$ cat src/dlwl_pkg.sv
package dlwl_pkg;

	// Register port geometry.
	localparam int ADDR_W = 4;
	localparam int MR_W = 18;
	localparam int LANE_W = 8;

	// Register indices on the plain register port.
	localparam logic [3:0] MR0_IDX = 4'h0;
	localparam logic [3:0] MR1_IDX = 4'h1;
	localparam logic [3:0] MR2_IDX = 4'h2;
	localparam logic [3:0] MR6_IDX = 4'h6;
	localparam logic [3:0] MR7_IDX = 4'h7;
	localparam logic [3:0] STATUS_IDX = 4'h8;
	localparam logic [3:0] CTRL_IDX = 4'h9;
	localparam int MR_COUNT = 7;

	// Mode register field positions.
	localparam int MR1_DLL_EN_BIT = 0;
	localparam int MR1_AL_LSB = 3;
	localparam int MR1_WLEVEL_BIT = 7;
	localparam int MR1_QOFF_BIT = 12;
	localparam int MR0_CL_LSB = 2;
	localparam int MR0_DLL_RESET_BIT = 8;
	localparam int MR2_CWL_LSB = 3;
	localparam int MR2_DYN_TERM_LSB = 9;
	localparam int MR2_DYN_TERM_W = 3;

	// Control register command bits, self clearing.
	localparam int CTRL_SR_ENTER_BIT = 0;
	localparam int CTRL_SR_EXIT_BIT = 1;
	localparam int CTRL_INIT_DONE_BIT = 2;

	// Status register bit positions.
	localparam int ST_INIT_DONE = 0;
	localparam int ST_DLL_ON = 1;
	localparam int ST_DLL_LOCKED = 2;
	localparam int ST_WLEVEL = 3;
	localparam int ST_SELF_REF = 4;
	localparam int ST_CLK_IGNORED = 5;
	localparam int ST_LAT_BAD = 6;
	localparam int ST_RELOCK_NEEDED = 7;

	// Values after reset: the DLL starts enabled, everything else cleared.
	localparam logic [MR_W-1:0] MR_RESET = 18'h00000;
	localparam logic [MR_W-1:0] MR1_RESET = 18'h00001;

	// Latency decoding.
	localparam int LAT_W = 6;
	localparam int CL_BASE = 9;
	localparam int CWL_BASE = 9;
	localparam int DLL_OFF_CL = 10;
	localparam int DLL_OFF_CWL = 9;

	// Timing.
	localparam int CLK_PERIOD_NS = 100;
	localparam int SRE_HOLD_NS = 10;
	localparam int SRE_HOLD_RAW = (SRE_HOLD_NS + CLK_PERIOD_NS - 1) / CLK_PERIOD_NS;
	localparam int SRE_HOLD_CYC = (SRE_HOLD_RAW < 1) ? 1 : SRE_HOLD_RAW;
	localparam int HOLD_W = 8;
	localparam int DLL_LOCK_CYC = 768;

	typedef enum logic [1:0] {
		DLWL_INIT,
		DLWL_ACTIVE,
		DLWL_SR_HOLD,
		DLWL_SR_IGNORE
	} dlwl_pwr_t;

endpackage

$ cat src/dlwl_core.sv
// Overview of operation
// - Mode register 1 bit 0 low disables the DLL until written back high.
// - DLL-off mode needs only CAS latency 10 with write latency 9.
// - DLL-off read strobe timing starts at AL plus CL minus one.
// - DLL-off shifts clock-to-strobe timing but keeps strobe-to-data unchanged.
// - After entry hold time in self refresh the clock is ignored.
// - Lock time written before self refresh relocks automatically; after needs reset.
// - Leveling samples clock level on rising strobe and feeds it back on data.
// - Device terminates strobes; controller terminates data lines during leveling.
// - Each byte lane levels separately, upper data for upper strobe.
// - Mode register 1 bit 7 enters and leaves write leveling.
// - Mode register 1 bit 12 disables output drivers when set.
// - In leveling, termination pin picks strobe nominal or park; data unterminated.
// - Leveling accepts every termination setting, output buffer on or off.
// - No dynamic termination in leveling; its field must read zero.
`timescale 1ns/1ps
`default_nettype none
module dlwl_core #(
	parameter int DATA_W = dlwl_pkg::MR_W,
	parameter int LANE_W = dlwl_pkg::LANE_W,
	parameter int DLL_LOCK_CYC = dlwl_pkg::DLL_LOCK_CYC
) (
	input wire logic clk,
	input wire logic rst_n,
	input wire logic ce,
	input wire logic [dlwl_pkg::ADDR_W-1:0] reg_addr,
	input wire logic [DATA_W-1:0] reg_wdata,
	input wire logic reg_wr,
	input wire logic reg_rd,
	output logic [DATA_W-1:0] reg_rdata,
	input wire logic rd_cmd_pin,
	input wire logic odt_pin,
	input wire logic ck_level_pin,
	input wire logic upper_lane_strobe,
	input wire logic lower_lane_strobe,
	output logic [2*LANE_W-1:0] dq_out,
	output logic dq_oe,
	output logic strobe_term_en,
	output logic strobe_term_nominal,
	output logic dq_term_en,
	output logic dyn_term_en,
	output logic read_strobe_launch,
	output logic dll_enabled,
	output logic dll_locked,
	output logic clock_ignored
);
	localparam int LOCK_W = $clog2(DLL_LOCK_CYC + 1);
	localparam int LAT_W = dlwl_pkg::LAT_W;
	localparam int HOLD_W = dlwl_pkg::HOLD_W;

	logic [DATA_W-1:0] mode_reg [0:dlwl_pkg::MR_COUNT-1];
	dlwl_pkg::dlwl_pwr_t pwr_state;
	dlwl_pkg::dlwl_pwr_t next_pwr_state;
	logic [HOLD_W-1:0] hold_cnt;
	logic [LOCK_W-1:0] lock_cnt;
	logic [LAT_W-1:0] rd_cnt;
	logic mr6_in_sr;
	logic relock_needed;
	logic [1:0] strobe_prev;
	logic [4:0] pin_sync;

	// Every pin crosses two flops before any logic looks at it.
	dlwl_sync #(
		.WIDTH(5)
	) u_pin_sync (
		.clk(clk),
		.rst_n(rst_n),
		.ce(ce),
		.d({rd_cmd_pin, odt_pin, ck_level_pin, upper_lane_strobe, lower_lane_strobe}),
		.q(pin_sync)
	);

	wire logic rd_s = pin_sync[4];
	wire logic odt_s = pin_sync[3];
	wire logic ck_s = pin_sync[2];
	wire logic up_rise = pin_sync[1] & ~strobe_prev[1];
	wire logic lo_rise = pin_sync[0] & ~strobe_prev[0];

	// Register port decode.
	wire logic wr_mr = ce && reg_wr && (reg_addr < dlwl_pkg::MR7_IDX);
	wire logic wr_ctrl = ce && reg_wr && (reg_addr == dlwl_pkg::CTRL_IDX);
	wire logic mr0_wr = wr_mr && (reg_addr == dlwl_pkg::MR0_IDX);
	wire logic mr1_wr = wr_mr && (reg_addr == dlwl_pkg::MR1_IDX);
	wire logic mr6_wr = wr_mr && (reg_addr == dlwl_pkg::MR6_IDX);
	wire logic dll_reset_wr = mr0_wr && reg_wdata[dlwl_pkg::MR0_DLL_RESET_BIT];
	wire logic sr_enter_cmd = wr_ctrl && reg_wdata[dlwl_pkg::CTRL_SR_ENTER_BIT];
	wire logic sr_exit_cmd = wr_ctrl && reg_wdata[dlwl_pkg::CTRL_SR_EXIT_BIT];
	wire logic init_done_cmd = wr_ctrl && reg_wdata[dlwl_pkg::CTRL_INIT_DONE_BIT];

	// Mode fields.
	wire logic [DATA_W-1:0] mr0 = mode_reg[0];
	wire logic [DATA_W-1:0] mr1 = mode_reg[1];
	wire logic [DATA_W-1:0] mr2 = mode_reg[2];
	wire logic dll_on_cfg = mr1[dlwl_pkg::MR1_DLL_EN_BIT];
	wire logic wlevel = mr1[dlwl_pkg::MR1_WLEVEL_BIT];
	wire logic qoff = mr1[dlwl_pkg::MR1_QOFF_BIT];
	wire logic [1:0] al_code = mr1[dlwl_pkg::MR1_AL_LSB +: 2];
	wire logic [LAT_W-1:0] cl_val = LAT_W'(dlwl_pkg::CL_BASE)
		+ LAT_W'(mr0[dlwl_pkg::MR0_CL_LSB +: 3]);
	wire logic [LAT_W-1:0] cwl_val = LAT_W'(dlwl_pkg::CWL_BASE)
		+ LAT_W'(mr2[dlwl_pkg::MR2_CWL_LSB +: 3]);
	wire logic [LAT_W-1:0] al_val = (al_code == 2'h1) ? cl_val - 6'h01 :
		(al_code == 2'h2) ? cl_val - 6'h02 : 6'h00;
	// Without the DLL the strobe is referenced one clock earlier.
	wire logic [LAT_W-1:0] rd_delay = al_val + cl_val
		- (dll_on_cfg ? 6'h00 : 6'h01);
	// Only the fixed latency pair is guaranteed to work without the DLL.
	wire logic lat_bad = !dll_on_cfg && !((cl_val == LAT_W'(dlwl_pkg::DLL_OFF_CL))
		&& (cwl_val == LAT_W'(dlwl_pkg::DLL_OFF_CWL)));
	wire logic dyn_field_set = |mr2[dlwl_pkg::MR2_DYN_TERM_LSB +: dlwl_pkg::MR2_DYN_TERM_W];

	// Power state decode.
	wire logic in_sr = (pwr_state == dlwl_pkg::DLWL_SR_HOLD)
		|| (pwr_state == dlwl_pkg::DLWL_SR_IGNORE);
	wire logic clk_live = (pwr_state == dlwl_pkg::DLWL_INIT)
		|| (pwr_state == dlwl_pkg::DLWL_ACTIVE);
	wire logic sr_enter_take = sr_enter_cmd && (pwr_state == dlwl_pkg::DLWL_ACTIVE);
	wire logic sr_exit_take = sr_exit_cmd && in_sr;
	// Once the clock is ignored, no read or leveling strobe on the pins is acted upon; the ODT pin still is.
	wire logic read_take = ce && clk_live && rd_s && !wlevel;
	wire logic lvl_live = ce && clk_live && wlevel;
	wire logic auto_relock = sr_exit_take && !mr6_in_sr && dll_on_cfg;
	wire logic locked_int = dll_on_cfg && (lock_cnt == '0) && !relock_needed;

	logic [DATA_W-1:0] status_word;
	always_comb begin
		status_word = '0;
		status_word[dlwl_pkg::ST_INIT_DONE] = (pwr_state != dlwl_pkg::DLWL_INIT);
		status_word[dlwl_pkg::ST_DLL_ON] = dll_on_cfg;
		status_word[dlwl_pkg::ST_DLL_LOCKED] = locked_int;
		status_word[dlwl_pkg::ST_WLEVEL] = wlevel;
		status_word[dlwl_pkg::ST_SELF_REF] = in_sr;
		status_word[dlwl_pkg::ST_CLK_IGNORED] = (pwr_state == dlwl_pkg::DLWL_SR_IGNORE);
		status_word[dlwl_pkg::ST_LAT_BAD] = lat_bad;
		status_word[dlwl_pkg::ST_RELOCK_NEEDED] = relock_needed;
	end

	// The ignore register and the control register read as zero.
	wire logic [DATA_W-1:0] read_mux = (reg_addr < dlwl_pkg::MR7_IDX) ? mode_reg[reg_addr[2:0]] :
		(reg_addr == dlwl_pkg::STATUS_IDX) ? status_word : '0;

	always_comb begin
		next_pwr_state = pwr_state;
		unique case (pwr_state)
			dlwl_pkg::DLWL_INIT: begin
				if (init_done_cmd) begin
					next_pwr_state = dlwl_pkg::DLWL_ACTIVE;
				end
			end
			dlwl_pkg::DLWL_ACTIVE: begin
				if (sr_enter_cmd) begin
					next_pwr_state = dlwl_pkg::DLWL_SR_HOLD;
				end
			end
			dlwl_pkg::DLWL_SR_HOLD: begin
				if (sr_exit_cmd) begin
					next_pwr_state = dlwl_pkg::DLWL_ACTIVE;
				end else if (hold_cnt <= HOLD_W'(1)) begin
					next_pwr_state = dlwl_pkg::DLWL_SR_IGNORE;
				end
			end
			dlwl_pkg::DLWL_SR_IGNORE: begin
				if (sr_exit_cmd) begin
					next_pwr_state = dlwl_pkg::DLWL_ACTIVE;
				end
			end
		endcase
	end

	// Mode register image; the ignored register takes no write.
	always_ff @(posedge clk or negedge rst_n) begin
		if (!rst_n) begin
			for (int i = 0; i < dlwl_pkg::MR_COUNT; i++) begin
				mode_reg[i] <= (i == 1) ? dlwl_pkg::MR1_RESET : dlwl_pkg::MR_RESET;
			end
		end else if (wr_mr) begin
			mode_reg[reg_addr[2:0]] <= reg_wdata;
		end
	end

	always_ff @(posedge clk or negedge rst_n) begin
		if (!rst_n) begin
			pwr_state <= dlwl_pkg::DLWL_INIT;
			hold_cnt <= '0;
		end else if (ce) begin
			pwr_state <= next_pwr_state;
			hold_cnt <= sr_enter_take ? HOLD_W'(dlwl_pkg::SRE_HOLD_CYC) :
				(hold_cnt != '0) ? hold_cnt - 8'h01 : hold_cnt;
		end
	end

	// A lock time written inside self refresh cannot be picked up on exit,
	// so the DLL then waits for an explicit reset through mode register 0.
	always_ff @(posedge clk or negedge rst_n) begin
		if (!rst_n) begin
			mr6_in_sr <= 1'b0;
			relock_needed <= 1'b0;
			lock_cnt <= '0;
		end else if (ce) begin
			if (mr6_wr && in_sr) begin
				mr6_in_sr <= 1'b1;
			end else if (sr_exit_take || sr_enter_take) begin
				mr6_in_sr <= 1'b0;
			end
			if (sr_exit_take && mr6_in_sr) begin
				relock_needed <= 1'b1;
			end else if (dll_reset_wr) begin
				relock_needed <= 1'b0;
			end
			if (dll_reset_wr || auto_relock) begin
				lock_cnt <= LOCK_W'(DLL_LOCK_CYC);
			end else if (lock_cnt != '0) begin
				lock_cnt <= lock_cnt - LOCK_W'(1);
			end
		end
	end

	// Only one read in flight; a new read restarts the count.
	always_ff @(posedge clk or negedge rst_n) begin
		if (!rst_n) begin
			rd_cnt <= '0;
			strobe_prev <= '0;
		end else if (ce) begin
			strobe_prev <= pin_sync[1:0];
			if (read_take) begin
				rd_cnt <= rd_delay;
			end else if (rd_cnt != '0) begin
				rd_cnt <= rd_cnt - 6'h01;
			end
		end
	end

	// Feedback is registered on the core clock; it trails the strobe edge
	// by the two synchroniser flops plus one clock, which the controller sweep tolerates.
	always_ff @(posedge clk or negedge rst_n) begin
		if (!rst_n) begin
			dq_out <= '0;
		end else if (ce) begin
			if (!wlevel) begin
				dq_out <= '0;
			end else begin
				if (lvl_live && up_rise) begin
					dq_out[2*LANE_W-1:LANE_W] <= {LANE_W{ck_s}};
				end
				if (lvl_live && lo_rise) begin
					dq_out[LANE_W-1:0] <= {LANE_W{ck_s}};
				end
			end
		end
	end

	always_ff @(posedge clk or negedge rst_n) begin
		if (!rst_n) begin
			dq_oe <= 1'b0;
			strobe_term_en <= 1'b0;
			strobe_term_nominal <= 1'b0;
			dq_term_en <= 1'b0;
			dyn_term_en <= 1'b0;
			read_strobe_launch <= 1'b0;
			dll_enabled <= 1'b1;
			dll_locked <= 1'b0;
			clock_ignored <= 1'b0;
			reg_rdata <= '0;
		end else if (ce) begin
			dq_oe <= wlevel && !qoff;
			// Termination follows the pin regardless of the output buffer.
			strobe_term_en <= 1'b1;
			strobe_term_nominal <= odt_s;
			dq_term_en <= !wlevel;
			dyn_term_en <= !wlevel && dyn_field_set;
			// Data and strobe leave together in both DLL modes.
			read_strobe_launch <= (rd_cnt == 6'h01);
			dll_enabled <= dll_on_cfg;
			dll_locked <= locked_int;
			clock_ignored <= (pwr_state == dlwl_pkg::DLWL_SR_IGNORE);
			reg_rdata <= reg_rd ? read_mux : '0;
		end
	end
endmodule // dlwl_core
`default_nettype wire

$ cat src/dlwl_sync.sv
`timescale 1ns/1ps
`default_nettype none
module dlwl_sync #(
	parameter int WIDTH = 1
) (
	input wire logic clk,
	input wire logic rst_n,
	input wire logic ce,
	input wire logic [WIDTH-1:0] d,
	output logic [WIDTH-1:0] q
);
	logic [WIDTH-1:0] meta;

	always_ff @(posedge clk or negedge rst_n) begin
		if (!rst_n) begin
			meta <= '0;
			q <= '0;
		end else if (ce) begin
			meta <= d;
			q <= meta;
		end
	end
endmodule // dlwl_sync
`default_nettype wire

$ cat config.mk
export PLATFORM = sky130hd
export DESIGN_NAME = dlwl_core
export DESIGN_NICKNAME = d
export VERILOG_FILES = /design/src/dlwl_pkg.sv /design/src/dlwl_core.sv /design/src/dlwl_sync.sv
export SDC_FILE = /design/constraint.sdc
export NUM_CORES = 1
export LEC_CHECK = 0
export BUFFER_PORTS_ARGS = -buffer_cell sky130_fd_sc_hd__buf_2
export CAP_MARGIN = 5
export CORE_MARGIN = 4
export CORE_UTILIZATION = 60
export DETAILED_ROUTE_END_ITERATION = 6
export GPL_TIMING_DRIVEN = 0
export PLACE_DENSITY_LB_ADDON = 0.12
export SYNTH_ARGS = -nofsm -noshare
export SYNTH_HDL_FRONTEND = slang
export SYNTH_SLANG_ARGS = --single-unit
$ cat constraint.sdc
create_clock -name clk -period 5.6 [get_ports clk]
set_input_delay 0.56 -clock clk [delete_from_list [all_inputs] [get_ports clk]]
set_output_delay 0.56 -clock clk [all_outputs]
set_load 0.03 [all_outputs]
### Yosys cells after proc, flatten, opt, wreduce, memory -nomap -nowiden

Cells that the tools add are included.

| storage, ports and cells | value |
|---|---|
| register bits after elaboration | 209 |
| output and inout port bits | 43 |

| cells by class | value |
|---|---|
| add/subtract/negate cells | 9 |
| magnitude comparators | 4 |
| equal/unequal tests | 17 |
| multiplexer cells | 31 |
| bitwise operators | 5 |
| reduce and logical (&&, ||, !) cells | 59 |

Operators by type and width:

| kind | count |
|---|---|
| $bwmux W126 | 1 |
| $mux W18 | 5 |
| $bmux W18 S3 | 1 |
| $demux W18 S3 | 1 |
| $mux W8 | 5 |
| $logic_and A1 B1 Y1 | 28 |
| $mux W6 | 4 |
| $mux W10 | 2 |
| $mux W16 | 1 |
| $reduce_and A2 Y1 | 7 |
| $reduce_bool A2 Y1 | 6 |
| $add A4 B3 Y5 const A | 2 |
| $eq A5 B4 Y1 const B | 2 |
| $logic_not A10 Y1 | 1 |
| $mux W2 | 5 |
| $reduce_bool A10 Y1 | 1 |
| $sub A10 B1 Y10 const B | 1 |
| $eq A4 B4 Y1 const B | 2 |
| $le A8 B1 Y1 const B | 1 |
| $pmux W2 S4 | 1 |
| $reduce_bool A8 Y1 | 1 |
| $sub A8 B1 Y8 const B | 1 |
| $add A6 B5 Y6 | 1 |
| $eq A2 B2 Y1 const B | 3 |
| other kinds (24) | 42 |

### Logic depth before layout (Yosys ltp)

Gate-level depths: netlist of the first run.

| logic depth | value |
|---|---|
| depth after elaboration | 9 |
| depth in mapped cells | 15 |
| mapped depth without buffers | 15 |

### By module

Synthesis of the first run repeated with hierarchy kept, for this count alone.

| unflattened totals | value |
|---|---|
| cells, all modules | 816 |
| area total of the unflattened synthesis | 9,730.6 um^2 |

By module, submodules not included:

| module | times used | cells each | area an instance (um^2) |
|---|---|---|---|
| dlwl_core | 1 | 795 | 9,318.9 |
| dlwl_sync | 1 | 21 | 411.6 |

### Least setup slack after synthesis of the first run

Ideal clock, no wire load.

| path | value |
|---|---|
| kind | register to register |
| start point | reg mode_reg, in the netlist mr0[2] |
| end point | reg rd_cnt[4] |
| data arrival time | 2,870 ps |
| data required time | 5,458 ps |
| slack | 2,589 ps |
| cell stages (with the launch flop) | 15 |
| period minus slack after synthesis | 3,011 ps |
| path through | dfrtp_1 -> ha_1 -> ha_1 -> inv_1 -> ha_1 -> nor2_1 -> a21oi_1 -> ha_1 -> inv_1 -> ha_1 -> nor2b_1 -> o21ai_0 -> a211oi_1 -> a311oi_1 -> o21ai_0 |

| on the way | value |
|---|---|
| cells in the longest elaborated chain, start to end | 7 |
| elaborated cells between the ends (all ways) | 8 |
| those cells by class | add/sub (5); mux (3) |

RTL lines:

| item | RTL line | source |
|---|---|---|
| from (decl) | dlwl_core.sv:51 | `logic [DATA_W-1:0] mode_reg [0:dlwl_pkg::MR_COUNT-1];` |
| from (signal, indexed assignment) | dlwl_core.sv:174 | `mode_reg[i] <= (i == 1) ? dlwl_pkg::MR1_RESET : dlwl_pkg::MR_RESET;` |
| from (signal, indexed assignment) | dlwl_core.sv:177 | `mode_reg[reg_addr[2:0]] <= reg_wdata;` |
| $add A4 B3 Y5 (*) | dlwl_core.sv:99 | `+ LAT_W'(mr0[dlwl_pkg::MR0_CL_LSB +: 3]);` |
| $sub A5 B2 Y6 | dlwl_core.sv:103 | `(al_code == 2'h2) ? cl_val - 6'h02 : 6'h00;` |
| $mux W6 | dlwl_core.sv:103 |  |
| $mux W6 | dlwl_core.sv:102 | `wire logic [LAT_W-1:0] al_val = (al_code == 2'h1) ? cl_val - 6'h01 :` |
| $add A6 B5 Y6 (*) | dlwl_core.sv:105 | `wire logic [LAT_W-1:0] rd_delay = al_val + cl_val` |
| $sub A6 B1 Y6 (*) | dlwl_core.sv:106 | `- (dll_on_cfg ? 6'h00 : 6'h01);` |
| $mux W6 (*) | dlwl_core.sv:225 | `if (read_take) begin` |
| to (signal assigned) | dlwl_core.sv:226 | `rd_cnt <= rd_delay;` |
| to (signal assigned) | dlwl_core.sv:228 | `rd_cnt <= rd_cnt - 6'h01;` |
| to (decl) | dlwl_core.sv:56 | `logic [LAT_W-1:0] rd_cnt;` |

Every way passes the cells marked *; elsewhere a longest branch is shown, timed or not.
A chain may end at the register's enable or synchronous reset.

### Final worst setup path of the first run

Same ends and word-level chain as after synthesis.

==> results.json, run 1 <==
{
  "max_slew.worst_pin.slew_ns": 0.854,
  "criticalPathCategory": "flip-flop to flip-flop",
  "place.gp.congestion": 0.845,
  "ff2ff_setup_slack_ns": 2.29,
  "rsz_0062_raised_after_global_routing": "no",
  "fp.dieArea_um2": 18300,
  "cts_tree": "built",
  "grt_util_met3_pct": 5.50,
  "power.total_mw": 4.35,
  "synth_enable_flop_cells": 0,
  "worst-path-max-fanout": 7,
  "asyncSetResetFlopFracSynth_pct": 100,
  "global_route.usage.met2_pct": 44.5,
  "fin_skew_ns": 0.00865,
  "arrival_time_at_the_worst_endpoint_ns": 3.59,
  "die-height_um": 135,
  "postSynthCellCount": 794,
  "vias_after_detailed_routing": 6808,
  "rows": 46,
  "timing.hold.worst.class": "input pin to async pin",
  "cts.path.max_buffers": 2,
  "status": "completed",
  "first_pass_grt_wire_length_mm": 37.8,
  "report.final.setup_viol": 0,
  "clock_pin_slew_on_the_worst_setup_and_hold_paths_ns": 0.07,
  "crit_required_ns": 5.88,
  "register_area_um2": 4880,
  "gr-max-usage-layer": "met2",
  "io_pins": 75,
  "layout_cell_share_with_drive_strength_beyond_1_pct": 37.3,
  "hold_violations": 0,
  "ff2ff_path_depth": 14,
  "layout_worst_path_cycle_share_pct": 59.1,
  "max_freq_mhz": 302,
  "worstSkewPairLatency_ns": 0.43,
  "netlist-cell-type-count": 69,
  "setup_ws_ns": 2.29,
  "cp-start-kind": "flip-flop",
  "synthesis.area_per_instance_um2": 12.2,
  "floorplan.die.width_um": 135,
  "antenna_violations_before_repair": 0,
  "post_drt_wl_per_cell_um": 20.9,
  "starting_density_pct": 61.2,
  "post-place-ws_ns": 2.28,
  "endpoint_type_of_the_worst_setup_path": "flip-flop",
  "routed_via_density": 6.11,
  "final_nets": 945,
  "synth_common_cells": "193 x dfrtp_1, 171 x mux2_2, 36 x a22oi_1, 35 x nor2_1, 30 x a21oi_1",
  "cts-htree-levels": 4,
  "core_area_um2": 15900,
  "grt_util_all_layers_pct": 26.8,
  "synth_top_cell_area_share_pct": 49.7,
  "relSlewSlack_pct": 43.1,
  "final.setup.tns_ns": 0,
  "grt_start_max_net_pins": 115,
  "cell_area_power_density_nw_per_um2": 398,
  "yosysSeqAreaShare_pct": 50.2,
  "number_of_buffers_added_to_fix_hold_violations_after_cts": 0,
  "r2r_end": "rd_cnt[4]$_DFFE_PN0P_",
  "power_leakage_nw": 5.03,
  "worstReg2RegStart": "mr0[2]$_DFFE_PN0P_",
  "ant_nets": 0,
  "synth_top_cell_by_area": "dfrtp_1",
  "synth.top_cells.by_area": "dfrtp_1 50%, mux2_2 20%, ha_1 3.3%",
  "first_global_vias": 7106,
  "power.ir.vdd_worst_mv": 0.243,
  "layout_min_cycle_time_ns": 3.31,
  "dr.first_iter.drc_count": 456,
  "route.final.wire_length_mm": 23.3,
  "slew_violations": 0,
  "cts.repair_timing.setup_buffer_count": 0,
  "cts-buffers-inserted": 17,
  "tritoncts_num_sinks": 195,
  "synth-main-ff-cell": "dfrtp_1",
  "synthesis.area_um2": 9720,
  "flow.area_growth_from_synthesis_pct": 12.5,
  "fillers": 1196,
  "clock_tree.root_cell": "clkbuf_16",
  "n_antenna_cell": 0,
  "post-route-drc-count": 0,
  "multi_input_logic_area_um2": 4380,
  "number_of_register_bits_inferred_by_synthesis": 195,
  "placement.io_buffers": 72,
  "drt-pass1-iter-count": 5,
  "global_route.overflow_total": 0,
  "yosys_warnings": 0,
  "synthMostInstantiatedCell": "dfrtp_1",
  "flip_flop_count_of_the_largest_register_after_layout": 72,
  "post_cts.resized_instances": 0,
  "synth.net_count": 853,
  "max_capacitance_violation_count": 0,
  "place_hpwl_mm": 16.2,
  "grt_use_met1_pct": 34.8
}
worst max-delay path, stage by stage (launching register included):
cell	delay [ns]
dfrtp_1	0.46
ha_1	0.29
ha_1	0.39
inv_1	0.11
ha_1	0.30
nor2_1	0.10
a21oi_1	0.05
ha_1	0.29
inv_1	0.04
ha_1	0.32
nor2b_1	0.16
o21ai_0	0.21
a211oi_1	0.11
a311oi_1	0.23
o21ai_0	0.11
worst max-delay path by stage:
| stage | from | endpoint | slack (ns) |
|---|---|---|---|
| 3_5_place_dp | mr0[2]$_DFFE_PN0P_ | rd_cnt[4]$_DFFE_PN0P_ | 2.28 |
| 2_1_floorplan | mr0[2]$_DFFE_PN0P_ | rd_cnt[4]$_DFFE_PN0P_ | 2.59 |
| 4_1_cts | mr0[2]$_DFFE_PN0P_ | rd_cnt[4]$_DFFE_PN0P_ | 2.29 |
| 5_1_grt | mr0[2]$_DFFE_PN0P_ | rd_cnt[4]$_DFFE_PN0P_ | 2.03 |
| 3_3_place_gp | rst_n | mode_reg[6]$_DFFE_PN0P_ | 1.01 |
| 6_report | mr0[2]$_DFFE_PN0P_ | rd_cnt[4]$_DFFE_PN0P_ | 2.29 |
through the flow:
step / std cells / utilization (%) / hold slack [ns] / cell area [um^2]
finish: 1115 / 68.8 / 0.201 / 10900
global route: 1115 / 68.8 / 0.264 / 10900
CTS: 1115 / 68.8 / 0.239 / 10900
detailed placement: 1083 / 65.4 / 0.456 / 10400
global placement: 1082 / 65.1 / 0.446 / 10300
floorplan: 794 / - / 0.264 / 9720
logic make-up (layout without fill, tap and decap cells):
logic type                 Yosys count  count (layout)  share of synthesized area (%)
AOI/OAI and AO/OA                  154             154                           10.8
xor gates and xnor gates            19              19                           1.71
adders and majority gates           27              27                           3.55
buffers and inverters               83             188                           4.71
DFF                                195             195                           50.2
muxes                              178             178                           20.8
and+or+nand+nor                    138             138                           8.15
cell type report:
type / count / share of cell area, %
timing repair buffer: 73 / 3.64
inverter: 30 / 1.05
sequential: 195 / 44.6
clock inverter: 11 / 0.824
buffer: 53 / 3.13
multi-input combinational: 516 / 40.0
tap: 216 / 2.47
clock buffer: 21 / 4.21
placed cells by master (no fill, tap or decap), types with 8 or more instances in the layout:
cell,instances
mux2_2,171
inv_1,28
xnor2_1,11
dfrtp_1,193
nor2_1,35
nand2b_1,9
nand2_1,24
a21oi_1,30
o22ai_1,15
nor2b_1,8
buf_2,84
a22oi_1,36
buf_4,22
o2bb2ai_1,12
nand3_1,9
xor2_1,8
o21ai_0,24
ha_1,26
clkbuf_16,17
clkbuf_1,10
nor3_1,8
power by group:
part | internal, mW | switching, mW
logic | 0.574 | 0.664
registers | 1.72 | 0.233
clock network | 0.604 | 0.551
total | 2.90 | 1.45
metal layers:
layer	up-vias	share of wire, %
met4	0	3.0
met5	-	0
met2	222	50
met3	47	5.6
li1	3063	-
met1	3476	42
(Power assumes the default switching activity.)
==> run 2: changes to the inputs <==
Settings changed: ABC_AREA set to 1.
Clock period 5.6 ns to 3.3 ns, I/O delays scaled along.
==> run 2 against run 1 <==
Net effect:
- count of clock-buffer cells in the layout down 1
- critical path depth rose by 1
- wire length rose by 12%
- flip-flop and latch count did not move
- worst setup slack worse by 2.1 ns
- largest power group unchanged
- global-route usage increased by 2.2 points
- synthesized area hardly changed
==> results.json, run 2 <==
{
  "slew_violations": 0,
  "max_slew.worst_pin.slew_ns": 0.638,
  "worstSkewPairLatency_ns": 0.44,
  "setup_ws_ns": 0.218,
  "synth_common_cells": "266 x nand2_1, 193 x dfrtp_1, 165 x o21ai_0, 121 x nor2_1, 102 x inv_1",
  "post-route-drc-count": 0,
  "number_of_register_bits_inferred_by_synthesis": 195,
  "endpoint_type_of_the_worst_setup_path": "flip-flop",
  "synth.net_count": 1230,
  "power_leakage_nw": 5.56,
  "drt-pass1-iter-count": 6,
  "cts-htree-levels": 4,
  "cts_tree": "built",
  "flow.area_growth_from_synthesis_pct": 13.4,
  "synth-main-ff-cell": "dfrtp_1",
  "fin_skew_ns": 0.0149,
  "final_nets": 1324,
  "io_pins": 75,
  "placement.io_buffers": 73,
  "worst_path_largest_cell_delay_ns": 0.47,
  "first_global_vias": 7759,
  "global_route.overflow_total": 0,
  "layout_worst_path_cycle_share_pct": 93.4,
  "clock_tree.root_cell": "clkbuf_16",
  "vias_after_detailed_routing": 8373,
  "die-height_um": 135,
  "criticalPathCategory": "flip-flop to flip-flop",
  "first_pass_grt_wire_length_mm": 41.2,
  "synth_top_cell_area_share_pct": 49.7,
  "yosys_warnings": 0,
  "starting_density_pct": 61.1,
  "clock_pin_slew_on_the_worst_setup_and_hold_paths_ns": 0.07,
  "cell_area_power_density_nw_per_um2": 717,
  "max_capacitance_violation_count": 0,
  "hold_violations": 0,
  "fillers": 1317,
  "antenna_violations_before_repair": 0,
  "power.ir.vdd_worst_mv": 0.527,
  "route.final.wire_length_mm": 26.0,
  "relSlewSlack_pct": 57.5,
  "post-place-ws_ns": 0.142,
  "fp.dieArea_um2": 18300,
  "placement.cell_area_um2": 10400,
  "flip_flop_count_of_the_largest_register_after_layout": 72,
  "timing.hold.worst.class": "input pin to flip-flop",
  "dr.first_iter.drc_count": 882,
  "routed_via_density": 5.60,
  "ant_nets": 0,
  "synthesis.area_per_instance_um2": 8.29,
  "cp_top_family": "adder cells",
  "synth_enable_flop_cells": 0,
  "report.final.setup_viol": 0,
  "synthMostInstantiatedCell": "nand2_1",
  "cts.path.max_buffers": 2,
  "critical-path-top-cell-by-count": "ha_1",
  "synth_top_cell_by_area": "dfrtp_1",
  "asyncSetResetFlopFracSynth_pct": 100,
  "worst-path-max-fanout": 8,
  "worstPathCellList": "ha_1 > ha_4 > inv_1 > ha_1 > xor2_1 > o2bb2ai_1 > inv_1 > ha_1 > inv_1 > ha_1 > a21oi_1 > nand2_1 > xor2_1 > nor2_1 > o22ai_1",
  "worst_hold_launch": "upper_lane_strobe",
  "postSynthCellCount": 1171,
  "status": "completed",
  "mostFrequentLayoutCell": "nand2_1",
  "layout_cell_share_with_drive_strength_beyond_1_pct": 14.8,
  "crit_startpoint": "mr0[2]$_DFFE_PN0P_",
  "netlist-cell-type-count": 47,
  "worstReg2RegStart": "mr0[2]$_DFFE_PN0P_",
  "place_hpwl_mm": 18.6,
  "layout.cell_area.non_filler_um2": 11000,
  "core_area_um2": 15900,
  "arrival_time_at_the_worst_endpoint_ns": 3.41,
  "n_antenna_cell": 0,
  "tritoncts_num_sinks": 195,
  "post_drt_wl_per_cell_um": 17.4,
  "max_freq_mhz": 324,
  "crit_required_ns": 3.63,
  "grt_start_max_net_pins": 124,
  "floorplan.die.width_um": 135,
  "synth.top_cells.by_area": "dfrtp_1 50%, nand2_1 10%, o21ai_0 8.5%",
  "rsz_0062_raised_after_global_routing": "no",
  "synthesis.area_um2": 9710,
  "place.gp.congestion": 0.907,
  "critical-path-slowest-cell": "dfrtp_2",
  "cp-start-kind": "flip-flop",
  "most-common-layout-cells": "266 x nand2_1, 192 x dfrtp_1, 165 x o21ai_0",
  "power.total_mw": 7.90,
  "critPathBufInv": 3,
  "cts-buffers-inserted": 17,
  "yosysSeqAreaShare_pct": 50.3,
  "rows": 46,
  "layout_min_cycle_time_ns": 3.08,
  "grt_util_all_layers_pct": 28.9
}
==> run 2: cell type report <==
type	count	area, um^2	share of cell area (%)
Sequential cell	195	4880	44.3
Multi-Input combinational cell	808	4090	37.1
Clock buffer	20	457	4.15
Timing Repair Buffer	75	413	3.75
Inverter	107	407	3.69
Buffer	61	344	3.12
Tap cell	216	270	2.45
Clock inverter	12	151	1.37
==> run 2: power breakdown <==
group	switching, mW	internal [mW]	leakage (nW)
Sequential	0.385	2.92	2.46
Clock	0.924	1.23	0.297
Combinational	1.49	0.941	2.80
==> run 2: timing repair <==
| item | CTS | global route |
|---|---|---|
| hold buffers | 1 | 0 |
| hold endpoints to repair | 71 | 0 |
| endpoints found under the setup margin | 0 | 2 |
| gates resized for setup | 0 | 2 |
| buffers inserted | 0 | 0 |
==> run 2: metal layers <==
| metal | track usage, % | vias to the layer above | routed length, um | share of wire [%] |
|---|---|---|---|---|
| li1 | - | 4005 | - | - |
| met1 | 40.4 | 3969 | 11400 | 44 |
| met2 | 45.1 | 345 | 12000 | 46 |
| met3 | 6.17 | 54 | 2020 | 7.8 |
| met4 | 10.5 | 0 | 605 | 2.3 |
| met5 | 0 | - | 0 | 0 |
==> run 2: worst reg2reg max path: stages, from the launching register on <==
cell,delay [ns]
dfrtp_2,0.47
ha_1,0.29
ha_4,0.31
inv_1,0.07
ha_1,0.24
xor2_1,0.17
o2bb2ai_1,0.13
inv_1,0.06
ha_1,0.26
inv_1,0.04
ha_1,0.34
a21oi_1,0.19
nand2_1,0.08
xor2_1,0.14
nor2_1,0.10
o22ai_1,0.09
==> run 2: path summary, 6_finish.rpt <==
kind	to	slack, ns	cells after the start
max in group asynchronous	mode_reg[44]$_DFFE_PN0P_	1.87	3
min	u_pin_sync.meta[1]$_DFFE_PN0P_	0.11	3
min in group asynchronous	rd_cnt[4]$_DFFE_PN0P_	0.42	2
max	rd_cnt[4]$_DFFE_PN0P_	0.22	15
max reg2reg	rd_cnt[4]$_DFFE_PN0P_	0.22	15
min reg2reg	strobe_term_en$_DFFE_PN0P_	0.46	1
==> run 2: stage by stage <==
step	util (%)	cells	hold slack, ns	TNS [ns]
2_1_floorplan	-	1171	0.0344	0
3_3_place_gp	65.1	1460	0.448	-250.66
3_5_place_dp	65.4	1461	0.324	0
4_1_cts	69.3	1494	0.0976	0
5_1_grt	69.3	1494	0.114	0
6_report	69.3	1494	0.105	0
==> run 2: cells by family after synthesis <==
group	count (synthesis)	share of synthesized area, %
XOR/XNOR	18	1.62
AO/OA/AOI/OAI	261	14.6
flip-flops	195	50.3
adder cells (fa/ha/maj)	27	3.56
buffers and inverters	168	7.73
AND/OR/NAND/NOR	502	22.2
==> run 3: changes to the inputs <==
--- a/config.mk
+++ b/config.mk
@@ -10,4 +10,6 @@
 export CAP_MARGIN = 5
-export CORE_MARGIN = 4
-export CORE_UTILIZATION = 60
+export CELL_PAD_IN_SITES_DETAIL_PLACEMENT = 0
+export CELL_PAD_IN_SITES_GLOBAL_PLACEMENT = 1
+export CORE_MARGIN = 2
+export CORE_UTILIZATION = 46
 export DETAILED_ROUTE_END_ITERATION = 6
--- a/constraint.sdc
+++ b/constraint.sdc
@@ -3,2 +3,2 @@
 set_output_delay 0.33 -clock clk [all_outputs]
-set_load 0.03 [all_outputs]
+set_load 0.1 [all_outputs]
==> run 3 against run 2 <==
Net effect:
- global-route usage decreased by 2.6 points
- clock skew about the same
- worst setup slack improved by 0.073 ns
- wire length increased by 6.4%
- sequential power about the same
- cell count increased by 3.9%
- largest power group unchanged
- first-iteration DRC count decreased by 39%
- fmax increased by 2.4%
- flip-flop and latch count unchanged
- count of clock-buffer cells in the layout decreased by 2
==> results.json, run 3 (same netlist as run 2, synthesis figures left out) <==
{
  "vias_after_detailed_routing": 8158,
  "cts.path.max_buffers": 2,
  "setup_ws_ns": 0.292,
  "antenna_violations_before_repair": 0,
  "fin_skew_ns": 0.0152,
  "relSlewSlack_pct": 48.3,
  "max_slew.worst_pin.slew_ns": 0.775,
  "place.gp.congestion": 0.835,
  "hold_violations": 0,
  "final_nets": 1324,
  "endpoint_type_of_the_worst_setup_path": "flip-flop",
  "routed_via_density": 5.25,
  "io_pins": 75,
  "post-route-drc-count": 0,
  "most-common-layout-cells": "266 x nand2_1, 192 x dfrtp_1, 165 x o21ai_0",
  "max_freq_mhz": 332,
  "global_route.overflow_total": 0,
  "power_leakage_nw": 5.54,
  "flow.area_growth_from_synthesis_pct": 13.8,
  "ff2ff_setup_slack_ns": 0.29,
  "first_global_vias": 7967,
  "cts_tree": "built",
  "drt-pass1-iter-count": 5,
  "report.final.setup_viol": 0,
  "dr.first_iter.drc_count": 534,
  "criticalPathCategory": "flip-flop to flip-flop",
  "route.final.wire_length_mm": 27.7,
  "fp.dieArea_um2": 22300,
  "post_drt_wl_per_cell_um": 17.8,
  "core_area_um2": 20900,
  "flip_flop_count_of_the_largest_register_after_layout": 72,
  "power.ir.vdd_worst_mv": 0.445,
  "n_antenna_cell": 0,
  "max_capacitance_violation_count": 0,
  "layout.cell_area.non_filler_um2": 11100,
  "status": "completed",
  "clock_pin_slew_on_the_worst_setup_and_hold_paths_ns": 0.08,
  "starting_density_pct": 46.5,
  "cell_area_power_density_nw_per_um2": 767,
  "first_pass_grt_wire_length_mm": 45.1,
  "die-height_um": 149,
  "power.total_mw": 8.48,
  "layout_cell_share_with_drive_strength_beyond_1_pct": 14.9,
  "layout_min_cycle_time_ns": 3.01,
  "layout_worst_path_cycle_share_pct": 91.2,
  "cts.repair_timing.setup_buffer_count": 0,
  "placement.io_buffers": 73,
  "rows": 53,
  "floorplan.die.width_um": 149,
  "tritoncts_num_sinks": 195,
  "crit_required_ns": 3.62,
  "post-place-ws_ns": 0.125,
  "cts-htree-levels": 4,
  "place_hpwl_mm": 20.1,
  "clock_tree.root_cell": "clkbuf_16",
  "cts-buffers-inserted": 17,
  "arrival_time_at_the_worst_endpoint_ns": 3.33,
  "mostFrequentLayoutCell": "nand2_1",
  "worstSkewPairLatency_ns": 0.44,
  "placement.cell_area_um2": 10500,
  "grt_start_max_net_pins": 110,
  "cp-start-kind": "flip-flop",
  "timing.hold.ws_ns": 0.0998,
  "timing.hold.worst.class": "input pin to flip-flop",
  "worst-path-max-fanout": 8,
  "grt_util_all_layers_pct": 26.3,
  "slew_violations": 0,
  "rsz_0062_raised_after_global_routing": "no",
  "ant_nets": 0
}
run 3: changes by cell type in the layout (fill, tap and decap cells not counted), moves of 2 or more:
cell	change
clkinv_2	-3
clkbuf_8	-2
bufinv_16	-3
inv_8	+5
inv_6	+2
run 3: layer usage:
| metal | GRT usage [%] | up-vias | part of all wire [%] |
|---|---|---|---|
| met5 | 0 | - | 0 |
| met2 | 42.2 | 178 | 46 |
| met4 | 5.05 | 0 | 0.98 |
| li1 | - | 4016 | - |
| met1 | 38.1 | 3944 | 49 |
| met3 | 4.19 | 20 | 4.1 |
run 3: stage by stage:
step | std cells | TNS [ns] | utilization [%]
after floorplan | 1171 | 0 | -
after global placement | 1519 | -298.51 | 49.9
after detailed placement | 1520 | 0 | 50.1
after CTS | 1553 | 0 | 52.8
after global routing | 1553 | 0 | 52.9
final | 1553 | 0 | 52.9
run 3: where the power goes:
group          switching (mW)  total [mW]  internal (mW)
registers               0.382        3.30           2.92
clock network            1.04        2.05           1.01
logic                    2.19        3.13          0.937
total                    3.61        8.48           4.87
run 3: critical path, cell delays in order (launching register included):
cell	delay (ns)
dfrtp_2	0.48
ha_2	0.25
ha_4	0.30
inv_1	0.07
ha_1	0.24
xor2_1	0.17
o2bb2ai_1	0.12
inv_1	0.05
ha_1	0.27
inv_1	0.04
ha_1	0.34
a21oi_1	0.18
nand2_1	0.08
xor2_1	0.14
nor2_1	0.08
o22ai_1	0.08
run 3: worst paths after layout:
check,start,depth (start not counted),to
max in group asynchronous,rst_n,3,mr2[9]$_DFFE_PN0P_
min in group asynchronous,rst_n,2,rd_cnt[5]$_DFFE_PN0P_
hold reg to reg,strobe_term_en$_DFFE_PN0P_,1,strobe_term_en$_DFFE_PN0P_
hold / removal,ck_level_pin,3,u_pin_sync.meta[2]$_DFFE_PN0P_
setup reg to reg,mr0[2]$_DFFE_PN0P_,15,rd_cnt[4]$_DFFE_PN0P_
setup / recovery,mr0[2]$_DFFE_PN0P_,15,rd_cnt[4]$_DFFE_PN0P_
run 3: repair_timing:
item	CTS	global route
setup endpoints to repair	0	2
resized for setup	0	3
hold buffers	1	0
endpoints found under the hold margin	84	0
run 3: layout make-up:
type | instances | area, um^2
Sequential cell | 195 | 4880
Fill cell | 2049 | 9840
Buffer | 61 | 344
Timing Repair Buffer | 75 | 413
Inverter | 107 | 407
Clock inverter | 14 | 138
Tap cell | 275 | 344
Multi-Input combinational cell | 808 | 4090
Clock buffer | 18 | 429
